<file path="config.mk">
export PLATFORM = sky130hd
export DESIGN_NAME = pldc_regs
export DESIGN_NICKNAME = d
export VERILOG_FILES = /design/src/placeholder_none.v /design/src/pldc_regs.v /design/src/pldc_sync2.v /design/src/pldc_srwc_reg.v
export VERILOG_INCLUDE_DIRS = /design/src /design/src/src
export SDC_FILE = /design/constraint.sdc
export NUM_CORES = 1
export LEC_CHECK = 0
export BUFFER_PORTS_ARGS = -buffer_cell sky130_fd_sc_hd__buf_2
export CAP_MARGIN = 5
export CORE_MARGIN = 5
export CORE_UTILIZATION = 48
export DETAILED_ROUTE_END_ITERATION = 6
export HOLD_SLACK_MARGIN = 0.1
export PLACE_DENSITY = 0.83
export SYNTH_ARGS = -nofsm -noshare
export SYNTH_HDL_FRONTEND = slang
export SYNTH_SLANG_ARGS = --single-unit
</file>
<file path="constraint.sdc">
create_clock -name mclk_i -period 1.86 [get_ports mclk_i]
set_input_delay 0.465 -clock mclk_i [delete_from_list [all_inputs] [get_ports mclk_i]]
set_output_delay 0.465 -clock mclk_i [all_outputs]
set_load 0.03 [all_outputs]
</file>
<file path="src/pldc_defs.vh">
// register map, field positions and reset values of the latch/debug/carkit bank
// assumes a 6-bit immediate register address and 8-bit register data
`ifndef PLDC_DEFS_VH
`define PLDC_DEFS_VH

`define PLDC_ADDR_W       6
`define PLDC_DATA_W       8
`define PLDC_ZERO_BYTE    8'h00

// register addresses
`define PLDC_A_LATCH      6'h14
`define PLDC_A_DEBUG      6'h15
`define PLDC_A_SCR_WR     6'h16
`define PLDC_A_SCR_SET    6'h17
`define PLDC_A_SCR_CLR    6'h18
`define PLDC_A_CK_WR      6'h19
`define PLDC_A_CK_SET     6'h1a
`define PLDC_A_CK_CLR     6'h1b
`define PLDC_A_IE_WR      6'h1d
`define PLDC_A_IE_SET     6'h1e
`define PLDC_A_IE_CLR     6'h1f

// interrupt latch sources
`define PLDC_SRC_N        5
`define PLDC_SRC_HOSTDISC 0
`define PLDC_LATCH_RST    5'h00
`define PLDC_LATCH_PAD    3'h0

// settle count after reset before edges are trusted
`define PLDC_SETTLE_RST   2'h0
`define PLDC_SETTLE_STEP  2'h1
`define PLDC_SETTLE_DONE  2'h3

// line state mirror
`define PLDC_LS_W         2
`define PLDC_LS_PAD       6'h00

// accessory switch control fields
`define PLDC_CK_IDGND     1
`define PLDC_CK_TXD       2
`define PLDC_CK_RXD       3
`define PLDC_CK_SPKL      4
`define PLDC_CK_SPKR      5
`define PLDC_CK_MIC       6
`define PLDC_CK_MASK      8'h7e
`define PLDC_CK_RST       8'h00

// accessory interrupt enable fields
`define PLDC_IE_FLT_BEGIN 0
`define PLDC_IE_FLT_END   1
`define PLDC_IE_RID       5
`define PLDC_IE_MASK      8'h23
`define PLDC_IE_RST       8'h00

// scratch byte
`define PLDC_SCR_MASK     8'hff
`define PLDC_SCR_RST      8'h00

`endif

</file>
<file path="src/placeholder_none.v">
// no logic lives in this file

</file>
<file path="src/pldc_regs.v">
// interrupt latch, line state mirror, scratch byte and accessory switch bank
// assumes the ulpi register engine presents one-cycle rd/wr strobes in mclk_i,
// edge enables and mode flags come from logic on mclk_i, comparators are async
//
// What this block does
// RL1 - latch bit set on unmasked edge: disconnect, vbus, session valid/end, id ground
// RL2 - reading the latch returns its bits then clears them; no write path
// RL3 - disconnect latch bit captures events only in host mode
// RL4 - latch bits 7:5 read zero; all latch bits reset to zero
// RL5 - debug register mirrors live line state in bits 1:0; rest zero
// RL6 - scratch byte resets zero, write/set/clear at three addresses, no side effect
// RL7 - set address ors byte in, clear address clears ones, base replaces
// RL8 - switch control at 19h/1ah/1bh write/set/clear, resets zero
// RL9 - link programs uart route enables before selecting accessory mode
// RL10 - while uart receive route is off, link data line 1 held high
// RL11 - bit 2 routes data 0 onto dm; bit 3 routes dp to data 1
// RL12 - bit 1 grounds the id pin; bits 0 and 7 read zero
// RL13 - bit 4 closes dm to left audio pin switch
// RL14 - dp to right/mic pin switch closed when bit 5 or bit 6 set
// RL15 - uart data also reaches audio pins through enabled audio switches
// RL16 - single-ended receivers disabled while any audio switch bit set
// RL17 - software avoids uart routes while audio switches are on
// RL18 - interrupt enable at 1dh/1eh/1fh write/set/clear, resets zero
// RL19 - bit 0: id begins floating raises alt_int; bit 1: stops floating
// RL20 - software enables id pull-up before relying on floating interrupts
// RL21 - bit 5 or vendor enable: conversion done rising raises alt_int
// RL22 - interrupt enable bits 4:2 and 7:6 read zero
// RL23 - event unmasked when its direction is enabled in rise or fall enable
`include "pldc_defs.vh"

module pldc_regs (
  input  wire                     mclk_i,                        // 10 mhz register clock
  input  wire                     srst_i,                        // sync reset, active high
  input  wire [`PLDC_ADDR_W-1:0]  reg_addr_i,                    // register address
  input  wire [`PLDC_DATA_W-1:0]  reg_wdata_i,                   // write data
  input  wire                     reg_wr_i,                      // write strobe, one cycle
  input  wire                     reg_rd_i,                      // read strobe, one cycle
  output reg  [`PLDC_DATA_W-1:0]  reg_rdata_o,                   // read data
  output reg                      reg_rvalid_o,                  // read data valid, one cycle
  output reg                      reg_hit_o,                     // last read hit this bank
  input  wire [`PLDC_SRC_N-1:0]   otg_src_i,                     // async comparator levels
  input  wire [`PLDC_SRC_N-1:0]   rise_enable_i,                 // rising edge enables
  input  wire [`PLDC_SRC_N-1:0]   fall_enable_i,                 // falling edge enables
  input  wire                     host_mode_i,                   // transceiver in host mode
  input  wire [`PLDC_LS_W-1:0]    line_state_i,                  // async line state
  input  wire                     id_float_i,                    // async id floating level
  input  wire                     resistor_conversion_done_i,    // conversion done flag
  input  wire                     vendor_rid_irq_enable_i,       // vendor copy of irq enable
  input  wire                     accessory_mode_select_i,       // accessory mode selected
  input  wire                     link_data0_i,                  // uart tx from link
  input  wire                     dp_level_i,                    // async dp receiver level
  output reg                      alt_int_o,                     // alternate interrupt pulse
  output reg                      id_ground_drive_o,             // id to ground switch
  output reg                      dm_uart_o,                     // uart tx level toward dm
  output reg                      dm_uart_oe_o,                  // drive dm from uart
  output reg                      link_data1_o,                  // uart rx toward link
  output reg                      link_data1_oe_o,               // drive link data line 1
  output reg                      left_audio_switch_o,           // dm to left audio pin
  output reg                      right_or_mic_switch_o,         // dp to right/mic pin
  output reg                      se_receiver_disable_o,         // single-ended receivers off
  output reg                      uart_transmit_route_enable_o,  // stored tx route bit
  output reg                      uart_receive_route_enable_o    // stored rx route bit
);

  wire [`PLDC_SRC_N-1:0]  src_sync;
  wire [`PLDC_LS_W-1:0]   ls_sync;
  wire                    id_float_sync;
  wire                    dp_sync;
  wire [7:0]              scratch_byte;
  wire [7:0]              accessory_switch_control;
  wire [7:0]              accessory_irq_enable;
  wire                    settled;

  reg  [`PLDC_SRC_N-1:0]  src_prev;
  reg  [`PLDC_SRC_N-1:0]  otg_irq_event_latch;
  reg  [`PLDC_SRC_N-1:0]  next_latch;
  reg  [`PLDC_SRC_N-1:0]  src_event;
  reg                     id_float_prev;
  reg                     rid_done_prev;
  reg                     next_alt_int;
  reg  [`PLDC_DATA_W-1:0] next_rdata;
  reg                     next_hit;
  reg                     latch_read;
  reg  [1:0]              settle_cnt;

  reg                     scr_wr;
  reg                     scr_set;
  reg                     scr_clr;
  reg                     ck_wr;
  reg                     ck_set;
  reg                     ck_clr;
  reg                     ie_wr;
  reg                     ie_set;
  reg                     ie_clr;

  // comparator and pin levels crossing in
  pldc_sync2 #(
    .W (`PLDC_SRC_N)
  ) u_src_sync (
    .mclk_i (mclk_i),
    .srst_i (srst_i),
    .d_i    (otg_src_i),
    .q_o    (src_sync)
  );

  pldc_sync2 #(
    .W (`PLDC_LS_W + 2)
  ) u_pin_sync (
    .mclk_i (mclk_i),
    .srst_i (srst_i),
    .d_i    ({dp_level_i, id_float_i, line_state_i}),
    .q_o    ({dp_sync, id_float_sync, ls_sync})
  );

  // write decode
  always @* begin
    scr_wr = 1'b0;
    scr_set = 1'b0;
    scr_clr = 1'b0;
    ck_wr = 1'b0;
    ck_set = 1'b0;
    ck_clr = 1'b0;
    ie_wr = 1'b0;
    ie_set = 1'b0;
    ie_clr = 1'b0;
    if (reg_wr_i) begin
      if (reg_addr_i == `PLDC_A_SCR_WR) begin
        scr_wr = 1'b1; // RL6
      end else if (reg_addr_i == `PLDC_A_SCR_SET) begin
        scr_set = 1'b1; // RL6
      end else if (reg_addr_i == `PLDC_A_SCR_CLR) begin
        scr_clr = 1'b1; // RL6
      end else if (reg_addr_i == `PLDC_A_CK_WR) begin
        ck_wr = 1'b1; // RL8
      end else if (reg_addr_i == `PLDC_A_CK_SET) begin
        ck_set = 1'b1; // RL8
      end else if (reg_addr_i == `PLDC_A_CK_CLR) begin
        ck_clr = 1'b1; // RL8
      end else if (reg_addr_i == `PLDC_A_IE_WR) begin
        ie_wr = 1'b1; // RL18
      end else if (reg_addr_i == `PLDC_A_IE_SET) begin
        ie_set = 1'b1; // RL18
      end else if (reg_addr_i == `PLDC_A_IE_CLR) begin
        ie_clr = 1'b1; // RL18
      end
    end
  end

  // RL7
  pldc_srwc_reg #(
    .IMPL (`PLDC_SCR_MASK),
    .RST  (`PLDC_SCR_RST)
  ) u_scratch (
    .mclk_i  (mclk_i),
    .srst_i  (srst_i),
    .wr_i    (scr_wr),
    .set_i   (scr_set),
    .clr_i   (scr_clr),
    .wdata_i (reg_wdata_i),
    .value_o (scratch_byte)
  );

  // mask keeps power flag and bit 7 at zero
  pldc_srwc_reg #(
    .IMPL (`PLDC_CK_MASK),
    .RST  (`PLDC_CK_RST)
  ) u_switch_ctl (
    .mclk_i  (mclk_i),
    .srst_i  (srst_i),
    .wr_i    (ck_wr),
    .set_i   (ck_set),
    .clr_i   (ck_clr),
    .wdata_i (reg_wdata_i),
    .value_o (accessory_switch_control)
  );

  // mask keeps the unimplemented and reserved bits at zero
  pldc_srwc_reg #(
    .IMPL (`PLDC_IE_MASK),
    .RST  (`PLDC_IE_RST)
  ) u_irq_enable (
    .mclk_i  (mclk_i),
    .srst_i  (srst_i),
    .wr_i    (ie_wr),
    .set_i   (ie_set),
    .clr_i   (ie_clr),
    .wdata_i (reg_wdata_i),
    .value_o (accessory_irq_enable)
  );

  // edge detectors stay blind until the synchronisers and the previous-value
  // flops hold real levels, so a pin already high at reset is no fresh edge;
  // events in the first cycles after reset are dropped for it
  always @(posedge mclk_i) begin
    if (srst_i) begin
      settle_cnt <= `PLDC_SETTLE_RST;
    end else if (settle_cnt != `PLDC_SETTLE_DONE) begin
      settle_cnt <= settle_cnt + `PLDC_SETTLE_STEP;
    end
  end

  assign settled = (settle_cnt == `PLDC_SETTLE_DONE);

  // otg event detection, one lane per source
  genvar gi;
  generate
    for (gi = 0; gi < `PLDC_SRC_N; gi = gi + 1) begin : g_src
      always @* begin
        src_event[gi] = settled & ((src_sync[gi] & ~src_prev[gi] & rise_enable_i[gi]) |
                                   (~src_sync[gi] & src_prev[gi] & fall_enable_i[gi])); // RL23
      end
    end
  endgenerate

  always @* begin
    latch_read = reg_rd_i && (reg_addr_i == `PLDC_A_LATCH);
    next_latch = otg_irq_event_latch;
    if (latch_read) begin
      next_latch = `PLDC_LATCH_RST; // RL2
    end
    // a new event in the read cycle survives the clear
    next_latch = next_latch | src_event; // RL1
    if (!host_mode_i) begin
      next_latch[`PLDC_SRC_HOSTDISC] = 1'b0; // RL3
    end
  end

  always @(posedge mclk_i) begin
    if (srst_i) begin
      src_prev <= `PLDC_LATCH_RST;
      otg_irq_event_latch <= `PLDC_LATCH_RST; // RL4
    end else begin
      src_prev <= src_sync;
      otg_irq_event_latch <= next_latch;
    end
  end

  // accessory interrupt events toward the rxcmd alt_int
  always @* begin
    next_alt_int = 1'b0;
    if (accessory_irq_enable[`PLDC_IE_FLT_BEGIN] && id_float_sync && !id_float_prev) begin
      next_alt_int = 1'b1; // RL19
    end
    if (accessory_irq_enable[`PLDC_IE_FLT_END] && !id_float_sync && id_float_prev) begin
      next_alt_int = 1'b1; // RL19
    end
    if ((accessory_irq_enable[`PLDC_IE_RID] || vendor_rid_irq_enable_i) &&
        resistor_conversion_done_i && !rid_done_prev) begin
      next_alt_int = 1'b1; // RL21
    end
    if (!settled) begin
      next_alt_int = 1'b0;
    end
  end

  always @(posedge mclk_i) begin
    if (srst_i) begin
      id_float_prev <= 1'b0;
      rid_done_prev <= 1'b0;
      alt_int_o <= 1'b0;
    end else begin
      id_float_prev <= id_float_sync;
      rid_done_prev <= resistor_conversion_done_i;
      alt_int_o <= next_alt_int;
    end
  end

  // read decode; unmapped addresses answer zero with hit low
  always @* begin
    next_rdata = `PLDC_ZERO_BYTE;
    next_hit = 1'b1;
    if (reg_addr_i == `PLDC_A_LATCH) begin
      next_rdata = {`PLDC_LATCH_PAD, otg_irq_event_latch}; // RL2 RL4
    end else if (reg_addr_i == `PLDC_A_DEBUG) begin
      next_rdata = {`PLDC_LS_PAD, ls_sync}; // RL5
    end else if (reg_addr_i >= `PLDC_A_SCR_WR && reg_addr_i <= `PLDC_A_SCR_CLR) begin
      next_rdata = scratch_byte; // RL6
    end else if (reg_addr_i >= `PLDC_A_CK_WR && reg_addr_i <= `PLDC_A_CK_CLR) begin
      next_rdata = accessory_switch_control; // RL8 RL12
    end else if (reg_addr_i >= `PLDC_A_IE_WR && reg_addr_i <= `PLDC_A_IE_CLR) begin
      next_rdata = accessory_irq_enable; // RL18 RL22
    end else begin
      next_hit = 1'b0;
    end
  end

  always @(posedge mclk_i) begin
    if (srst_i) begin
      reg_rdata_o <= `PLDC_ZERO_BYTE;
      reg_rvalid_o <= 1'b0;
      reg_hit_o <= 1'b0;
    end else begin
      reg_rvalid_o <= reg_rd_i;
      if (reg_rd_i) begin
        reg_rdata_o <= next_rdata;
        reg_hit_o <= next_hit;
      end
    end
  end

  // switch and routing outputs; registered, so they lag the write by one cycle
  always @(posedge mclk_i) begin
    if (srst_i) begin
      id_ground_drive_o <= 1'b0;
      left_audio_switch_o <= 1'b0;
      right_or_mic_switch_o <= 1'b0;
      se_receiver_disable_o <= 1'b0;
      uart_transmit_route_enable_o <= 1'b0;
      uart_receive_route_enable_o <= 1'b0;
    end else begin
      id_ground_drive_o <= accessory_switch_control[`PLDC_CK_IDGND]; // RL12
      // uart levels on dm/dp pass these switches to the audio pins
      left_audio_switch_o <= accessory_switch_control[`PLDC_CK_SPKL]; // RL13 RL15
      right_or_mic_switch_o <= accessory_switch_control[`PLDC_CK_SPKR] |
                               accessory_switch_control[`PLDC_CK_MIC]; // RL14 RL15
      se_receiver_disable_o <= accessory_switch_control[`PLDC_CK_SPKL] |
                               accessory_switch_control[`PLDC_CK_SPKR] |
                               accessory_switch_control[`PLDC_CK_MIC]; // RL16
      uart_transmit_route_enable_o <= accessory_switch_control[`PLDC_CK_TXD];
      uart_receive_route_enable_o <= accessory_switch_control[`PLDC_CK_RXD];
    end
  end

  // uart data paths, active only in accessory mode; the link sets the route
  // bits before entering that mode, so no glitch reaches the pins
  always @(posedge mclk_i) begin
    if (srst_i) begin
      dm_uart_o <= 1'b0;
      dm_uart_oe_o <= 1'b0;
      link_data1_o <= 1'b0;
      link_data1_oe_o <= 1'b0;
    end else begin
      dm_uart_o <= link_data0_i; // RL11
      dm_uart_oe_o <= accessory_mode_select_i & accessory_switch_control[`PLDC_CK_TXD]; // RL11 RL9
      link_data1_oe_o <= accessory_mode_select_i;
      if (accessory_switch_control[`PLDC_CK_RXD]) begin
        link_data1_o <= dp_sync; // RL11
      end else begin
        link_data1_o <= 1'b1; // RL10
      end
    end
  end

endmodule

</file>
<file path="src/pldc_sync2.v">
// two-stage synchroniser for levels arriving from outside the mclk_i domain
// assumes inputs are quasi-static relative to the clock (comparators, pins)
module pldc_sync2 #(
  parameter W = 1
) (
  input  wire         mclk_i,   // register clock
  input  wire         srst_i,   // sync reset, active high
  input  wire [W-1:0] d_i,      // asynchronous level
  output reg  [W-1:0] q_o       // synchronised level
);

  reg [W-1:0] meta;

  // meta feeds only the second stage
  always @(posedge mclk_i) begin
    if (srst_i) begin
      meta <= {W{1'b0}};
      q_o  <= {W{1'b0}};
    end else begin
      meta <= d_i;
      q_o  <= meta;
    end
  end

endmodule

</file>
<file path="src/pldc_srwc_reg.v">
// byte register with write, bit-set and bit-clear access
// assumes at most one of wr_i, set_i, clr_i is high in a cycle
module pldc_srwc_reg #(
  parameter [7:0] IMPL = 8'hff,
  parameter [7:0] RST  = 8'h00
) (
  input  wire       mclk_i,   // register clock
  input  wire       srst_i,   // sync reset, active high
  input  wire       wr_i,     // replace value
  input  wire       set_i,    // or in written ones
  input  wire       clr_i,    // clear written ones
  input  wire [7:0] wdata_i,  // written byte
  output reg  [7:0] value_o   // stored value
);

  reg [7:0] next_value;

  always @* begin
    next_value = value_o;
    if (wr_i) begin
      next_value = wdata_i;
    end else if (set_i) begin
      next_value = value_o | wdata_i;
    end else if (clr_i) begin
      next_value = value_o & ~wdata_i;
    end
    // unimplemented bits never store a one
    next_value = next_value & IMPL;
  end

  always @(posedge mclk_i) begin
    if (srst_i) begin
      value_o <= RST & IMPL;
    end else begin
      value_o <= next_value;
    end
  end

endmodule

</file>
==> results of run 1 <==
[path summary, 6_finish.rpt]
path / slack (ns) / cells after the start / to / start
hold reg to reg: 0.44 / 1 / u_src_sync.q_o[3] / u_src_sync.meta[3]
hold / removal: 0.33 / 2 / u_pin_sync.meta[0] / line_state_i[0]
setup reg to reg: 0.65 / 3 / otg_irq_event_latch[4] / settle_cnt[0]
setup / recovery: 0.30 / 6 / reg_rdata_o[6] / reg_addr_i[0]
[final cells by class]
type	count	area (µm²)
flip-flops and latches	70	1400
inverters	3	11.3
repair buffers	79	463
clock buffers	12	145
multi-input cells	186	1290
clock inverters	4	70.1
fillers	489	2070
well taps	72	90.1
[report_power, final]
part	switching, µW	internal [µW]	leakage (µW)
Combinational	146	119	0.000791
Clock	535	788	0.000110
Sequential	21.2	1550	0.000571
[per-layer routing]
metal | track usage | share of wire | wire length [µm]
met5 | 0 | 0 | 0
met4 | 0.0892 | 0.019 | 119
met3 | 0.0596 | 0.064 | 393
met2 | 0.274 | 0.46 | 2820
met1 | 0.220 | 0.46 | 2790
[through the flow]
step / setup TNS [ns] / total power [µW] / hold slack, ns / cell area (µm²) / cells
after global routing: 0 / 3300 / 0.310 / 3470 / 426
after floorplan: 0 / 1750 / 0.414 / 2750 / 269
after CTS: 0 / 3180 / 0.313 / 3470 / 426
final: 0 / 3160 / 0.325 / 3470 / 426
after global placement: 0 / 1860 / 0.415 / 3250 / 410
after detailed placement: -0.0347 / 1870 / 0.425 / 3250 / 410
[synthesized netlist by cell type, types with 2 or more instances]
cell,count
nor2b_1,38
o21ai_1,6
nand2_1,14
a21oi_1,6
buf_2,2
a211oi_1,2
nor3_1,3
nand3_1,4
a22oi_1,4
a21o_1,8
a22o_1,16
nand3b_1,8
nor3b_1,11
o21ai_0,12
dfxtp_1,70
clkbuf_1,6
a21oi_4,2
o22ai_1,5
inv_1,3
a32o_1,5
nand2b_1,5
nor2_1,12
mux2i_1,4
nor3_2,2
[logic make-up (layout without fill, tap and decap cells)]
logic type | Yosys count | after routing | synth area share
xor gates and xnor gates | 2 | 2 | 0.00637
muxes | 4 | 4 | 0.0146
and+or+nand+nor | 107 | 107 | 0.241
DFF | 70 | 70 | 0.509
adders and majority gates | 1 | 1 | 0.00455
buffers and inverters | 13 | 98 | 0.0227
AOI/OAI and AO/OA | 72 | 72 | 0.202
==> out/results.txt, run 1 <==
Buffers inserted during clock tree synthesis total 9. Counting flops with a built-in enable in the synthesized netlist gives 0. The type of element launching the critical path was an input pin. The critical path goes through buf_2, or4b_4, a21oi_4, buf_12, a22oi_1, o22ai_1.

The power per cell area is 910 mW/mm², and the hold violation total from the final report is 0. The fraction of layout instances using a drive strength above 1 is 0.291. Number of setup violations in the final report: 0. The post-synthesis cell count was 269; the total nets after synthesis was 312. The number of design-rule violations left by the first detailed-router iteration came out at 89. The flow ran to the end, and the final reports show no timing, DRC or antenna violations. For the worst setup path, the data required time is 2.12 ns.

The cell taking the most area after synthesis is dfxtp_1. The class of the tightest hold or removal check was in2reg. For this run, design rule violations remaining after detail routing come to 0. The number of setup buffers added after CTS was 0. The tool flagged a number of max-cap violations equal to 0.

The clock-pin slew of the registers on the worst-case setup and hold paths is 0.07 ns, and the die boundary width is 85.7 µm. CTS placed an instance of clkbuf_8 at the clock tree root. The proportion of synthesized chip area in sequential cells came out at 0.509.

Measured along the y axis, the die boundary spans 85.7 µm. Entering global routing, the biggest net connects 58 pins. OpenSTA, run right after detailed placement, puts the worst setup slack at -0.0172 ns. The H-tree generated during clock tree synthesis spans 3 levels. The delay of the slowest cell on the worst path is 0.55 ns. The clock passes through at most 2 buffers. The number of search-and-repair iterations in the first detailed-routing pass is 4. The library cells used most frequently in the layout, excluding fill and tap cells, are dfxtp_1 (70), buf_2 (62), nor2b_1 (38). The cell area after synthesis was 0.00275 mm²; the average wire per cell in the routed design was 14.4 µm. The average vias per placed instance is 5.31, and the antenna violation net count after detailed routing is 0. The worst setup path is captured at a flop. The area share of the leading cell type in the synthesized netlist is 0.509, and the source-to-sink clock delay at the later pin of the worst-skew pair is 0.34 ns.

Detailed placement ended at an HPWL of 4.43 mm. The logs give 2,216 for the number of global-route vias before repair and 27 for the total number of placement rows. The logs give 70 for the clock net sink count and 0 for the total overflow reported by the global router. The worst-case vdd ir drop came out at 0.536 mV.

In this run the mean area of a mapped cell was 10.2 µm². The routability-driven placement congestion ratio is 0.921, and the clock period minus final worst setup slack is 1.56 ns. Number of buffers inserted by hold repair at cts: 0.

TritonCTS built the clock tree. The data arrival at the endpoint of the critical path came out at 1.82 ns. Total global-route track usage: 0.177. The count of buffers added on input and output ports is 62. The number of different library cells used by synthesis comes to 45.

The transition time of the tightest slew-check pin is 0.589 ns. Ranked by total cell area, the synthesized netlist is headed by dfxtp_1 (51%), nor2b_1 (8.6%), a22o_1 (5.1%). The max-slew violation count was 0. On the critical path, the stage with the largest delay is an instance of or4b_4. The antenna diode count was 0. Synthesis inferred 70 register bits. The run gives 2,262 as the overall via count from detail_route.

After clock tree synthesis, the repair step resized 0 gates. The kind of cell with the highest combined delay along the critical path is simple AND/OR/NAND/NOR gates. The count of buffer and inverter cells on the critical path was 2. Timing would allow up to 642 MHz.

The post-synthesis async set-or-reset flop share was 0. The tools report the initial antenna violation count as 0. The critical path in this run is classified as in2reg. Worst relative slew slack: 0.606. The leakage power total was 0.00147 µW; the layout overhead on the synthesized area was 26.1%.

The setup slack of the critical path after layout is 0.302 ns, and the count of synthesis-stage warnings from yosys is 0. The commonest non-fill, non-tap cell in the layout is dfxtp_1. The number of nets at the end of the flow was 392. The logs give 0.00735 mm² for the area of the die and 0.626 for the post-layout utilization of the core. The logs give 0.00554 mm² for the placeable core area and 0.497 for the effective utilization at floorplan.

The boundary pin count is 63. Setup repair after global routing left no endpoint under its margin. Along the worst path, the maximum fanout reaches 7.

Commonest register cell after synthesis: dfxtp_1. Final period utilization: 0.837. The first global-routing pass estimated 10.2 mm of wire. After detailed routing, the total wire length is 6.12 mm. The maximum clock skew at final layout came out at 0.00498 ns.
Note: power is estimated with default switching activity, not from simulation.
==> run 2, diff against run 1 <==
- ABC_AREA: unset -> 1
- CORE_UTILIZATION: 48 -> 53
- PLACE_DENSITY: 0.83 -> 0.86
- clock period: 1.86 -> 1.5 ns (I/O delays scaled with it)
==> run 2 against run 1 <==
Against the previous run: critical path depth decreased by 5; global-route usage increased by 4.0 points; worst setup slack got worse by 0.088 ns; critical endpoint is now reg_rdata_o[6]; highest routed layer unchanged.
==> out/results.txt, run 2 <==
The family of cells with the greatest summed delay on the critical path was flip-flops. The total global-route track usage came out at 0.217 (+0.0401). The multiplexer fraction of the synthesized cell area was 0 (-0.0146); the proportion of synthesized chip area in sequential cells was 0.503 (-0.00663).

For the antenna violation net count after detailed routing, the log shows 0 (unchanged). The tools report the maximum number of pins on one net before global-route repair as 51 (-12%). After synthesis, the largest family of logic cells by area is simple AND/OR/NAND/NOR gates.

Setup repair after global routing left no endpoint under its margin. The max-slew violation count was 0 (unchanged). The logs give 11.0 mm (+8.5%) for the wire length of the first global-routing pass and 509 (+24%) for the total instance count after detailed placement. The y dimension of the die came out at 82.5 µm (-3.7%). The half-perimeter wire length of the detailed placement result is 5.05 mm (+14%), and the total nets after synthesis is 421 (+35%). The tree is rooted in a clkbuf_8. Setup slack of the critical path after layout: 0.214 ns (-0.0881 ns). Average vias per placed instance: 4.99 (-6.1%). The transition time of the tightest slew-check pin works out to 0.385 ns (-0.204 ns). The data arrival at the endpoint of the critical path came out at 0.91 ns (-0.91 ns). The placeable core area is 0.00511 mm² (-7.8%). The level count of the clock H-tree is 3 (unchanged).

The post-synthesis simple-gate area fraction was 0.269 (+0.0283). The run gives 0 (unchanged) as the number of buffers inserted by hold repair at cts. The tools report the number of search-and-repair iterations in the first detailed-routing pass as 5 (+1).

The source of the worst register-to-register timing path is settle_cnt[0]. In the post-synthesis netlist, the biggest area contributors are dfxtp_1 (50%), nand2_1 (11%), inv_1 (8.2%). For the number of unique standard cell types used by synthesis, the log shows 31 (-31%). The hold violation total from the final report was 0 (unchanged). The commonest non-fill, non-tap cell in the layout is nand2_1. The effective utilization at floorplan came out at 0.546 (+0.0492).

The critical register-to-register path endpoint is otg_irq_event_latch[1]. The number of synthesized flops with an enable pin came out at 0 (unchanged). The CTS buffer count was 9 (unchanged). The number of violations of the max-capacitance limit is 0 (unchanged), and the number of instances on the worst hold path is 3 (+1). The number of setup violations in the final report is 0 (unchanged). The die boundary width is 82.5 µm (-3.7%). Overall via count from detail_route: 2,618 (+16%). TritonCTS built the clock tree. The worst setup path is launched from a flop.

For the final non-filler cell total, the log shows 525 (+23%). The synthesized-area fraction occupied by adder cells is 0.00449 (-0.0000592). The tools report the post-layout utilization of the core as 0.671 (+0.0450). The run gives 0.34 ns (about the same) as the source-to-sink clock delay at the later pin of the worst-skew pair.

The flow ran to the end, and the final reports show no timing, DRC or antenna violations. The number of port buffers was 62 (unchanged). For this run, the top clock speed supported by timing is 778 MHz. The area share of the leading cell type in the synthesized netlist was 0.503 (-0.00663); the complex-gate fraction of the synthesized area was 0.123 (-0.0785).

Total wirelength of the detailed-routed design: 6.84 mm (+12%). The class of the tightest hold or removal check was in2reg. Delay of the slowest cell on the worst path: 0.36 ns (-0.19 ns). The fraction of layout instances using a drive strength above 1 came out at 0.213 (-0.0778). The antenna diode count was 0 (unchanged); the post-synthesis async set-or-reset flop share was 0 (unchanged). Most frequent cell after synthesis: nand2_1. After synthesis, the most frequently instantiated cells are nand2_1 (80), dfxtp_1 (70), inv_1 (61). The number of global-route vias before repair was 2,443 (+10%). The tools report the worst relative slew slack as 0.742 (+0.136). The total overflow reported by the global router is 0 (unchanged), and the post-synthesis xor/xnor area fraction is 0 (-0.00637). The count of buffer and inverter cells on the critical path is 1 (-1), and the clock-pin slew of the registers on the worst-case setup and hold paths is 0.08 ns (about the same). The critical hold path startpoint is otg_src_i[2]. For the leakage power total, the log shows 0.00161 µW (+9.4%).

Walking the worst path, the cells encountered are buf_2. Placement-stage worst setup slack: -0.0444 ns (-0.0272 ns). The final period utilization came out at 0.857.

The power per cell area came out at 1110 mW/mm² (+22%). The tools report the capturing element type of the critical path as a primary output. The highest net fanout along the worst path came out at 2 (-5). The synthesized design spends more area on one cell type than any other, namely dfxtp_1. The cell area after synthesis was 0.00279 mm² (+1.3%). Count of synthesis-stage warnings from yosys: 0 (unchanged). The logs give 378 (+41%) for the post-synthesis cell count and 0 (unchanged) for the number of setup buffers added after CTS.

The worst reg2reg path depth was 3 (unchanged); the total number of placement rows was 26 (-3.7%). The number of stages on the worst setup path was 1 (-5); the routability-driven placement congestion ratio was 0.884 (-4.0%). The run gives 0.00681 mm² (-7.3%) as the area of the die. Minimum hold slack: 0.218 ns (-0.107 ns).

Tracing the worst setup path back leads to its startpoint at reg_rdata_o[6]. The tools report the clock net sink count as 70 (unchanged). The per-instance average area after synthesis came out at 7.37 µm² (-28%). The critical path in this run is classified as reg2out. The tools report the worst setup slack for register-to-register paths as 0.38 ns (-0.27 ns).

The run gives 0 (unchanged) as the detailed-route DRC error count. The critical-path cell with the highest stage delay was dfxtp_1. The clock period minus final worst setup slack came out at 1.29 ns. The average wire per cell in the routed design is 13.0 µm (-9.3%).

For the clock tree buffer depth, the log shows 2 (unchanged). The worst-case vdd ir drop came out at 0.858 mV (+60%). Count of cells resized by post-cts repair: 0 (unchanged). For hold timing, the worst endpoint is u_src_sync.meta[2]. For the number of design-rule violations left by the first detailed-router iteration, the log shows 228 (+160%). The top cell types in the final layout, fill and taps aside, are nand2_1 (80), dfxtp_1 (70), buf_2 (62). From synthesis to final layout, the design area changed by 22.9%. For the boundary pin count, the log shows 63 (unchanged).

For the maximum clock skew at final layout, the log shows 0.00674 ns (+0.00176 ns). The data required time at the worst endpoint came out at 1.12 ns (-1.00 ns). Initial antenna violation count: 0 (unchanged). Commonest register cell after synthesis: dfxtp_1. Final-layout setup total negative slack: 0 ns (unchanged). Number of nets at the end of the flow: 493 (+26%).

The register bit total from synthesis was 70 (unchanged).
==> run 2: cell count changes after synthesis, moves of 5 or more <==
cell,delta
nand2_1,+66
inv_1,+58
nor2_1,+40
nor2b_1,-38
nand3_1,+23
a21oi_1,+17
a22o_1,-16
nor3b_1,-11
a21o_1,-8
nand3b_1,-7
a32o_1,-5
nand2b_1,-5
o22ai_1,-5
==> run 2: worst max path at each step <==
stage,endpoint
finish,reg_rdata_o[6]
global route,flop
CTS,reg_rdata_o[3]
detailed placement,flop
global placement,flop
floorplan,flop
==> run 2: cells by family after synthesis <==
| kind of cell | count (synthesis) |
|---|---|
| flops | 70 |
| simple gates | 173 |
| compound gates | 61 |
| fa+ha+maj | 1 |
| buf+inv | 73 |
==> run 2: cell type report <==
| class | instances | area [µm²] |
|---|---|---|
| Fill cell | 451 | 1680 |
| Inverter | 64 | 243 |
| Clock buffer | 9 | 124 |
| Multi-Input combinational cell | 235 | 1110 |
| Timing Repair Buffer | 70 | 383 |
| Clock inverter | 7 | 82.6 |
| Sequential cell | 70 | 1400 |
| Tap cell | 70 | 87.6 |
==> run 2: worst register-to-register path, stage by stage (launching register included) <==
cell	delay (ns)
dfxtp_1	0.36
ha_1	0.20
nand2_1	0.18
o31ai_1	0.30
==> run 2: report_power, final <==
group | internal, µW | total (µW) | switching (µW)
Clock | 789 | 1560 | 771
Sequential | 1910 | 1930 | 23.0
Combinational | 108 | 300 | 192
Total | 2810 | 3790 | 986
==> run 2: stage by stage <==
stage,power [µW],instance area (µm²)
6_report,3790,3430
4_1_cts,3810,3430
5_1_grt,3950,3430
3_5_place_dp,2270,3220
3_3_place_gp,2260,3220
2_1_floorplan,2140,2790
==> run 2: metal layers <==
metal / vias up / routed length, µm / GRT usage / part of all wire
li1: 1331 / - / - / -
met3: 13 / 457 / 0.0466 / 0.067
met2: 98 / 3380 / 0.360 / 0.49
met4: 0 / 128 / 0.106 / 0.019
met5: - / 0 / 0 / 0
met1: 1176 / 2870 / 0.267 / 0.42
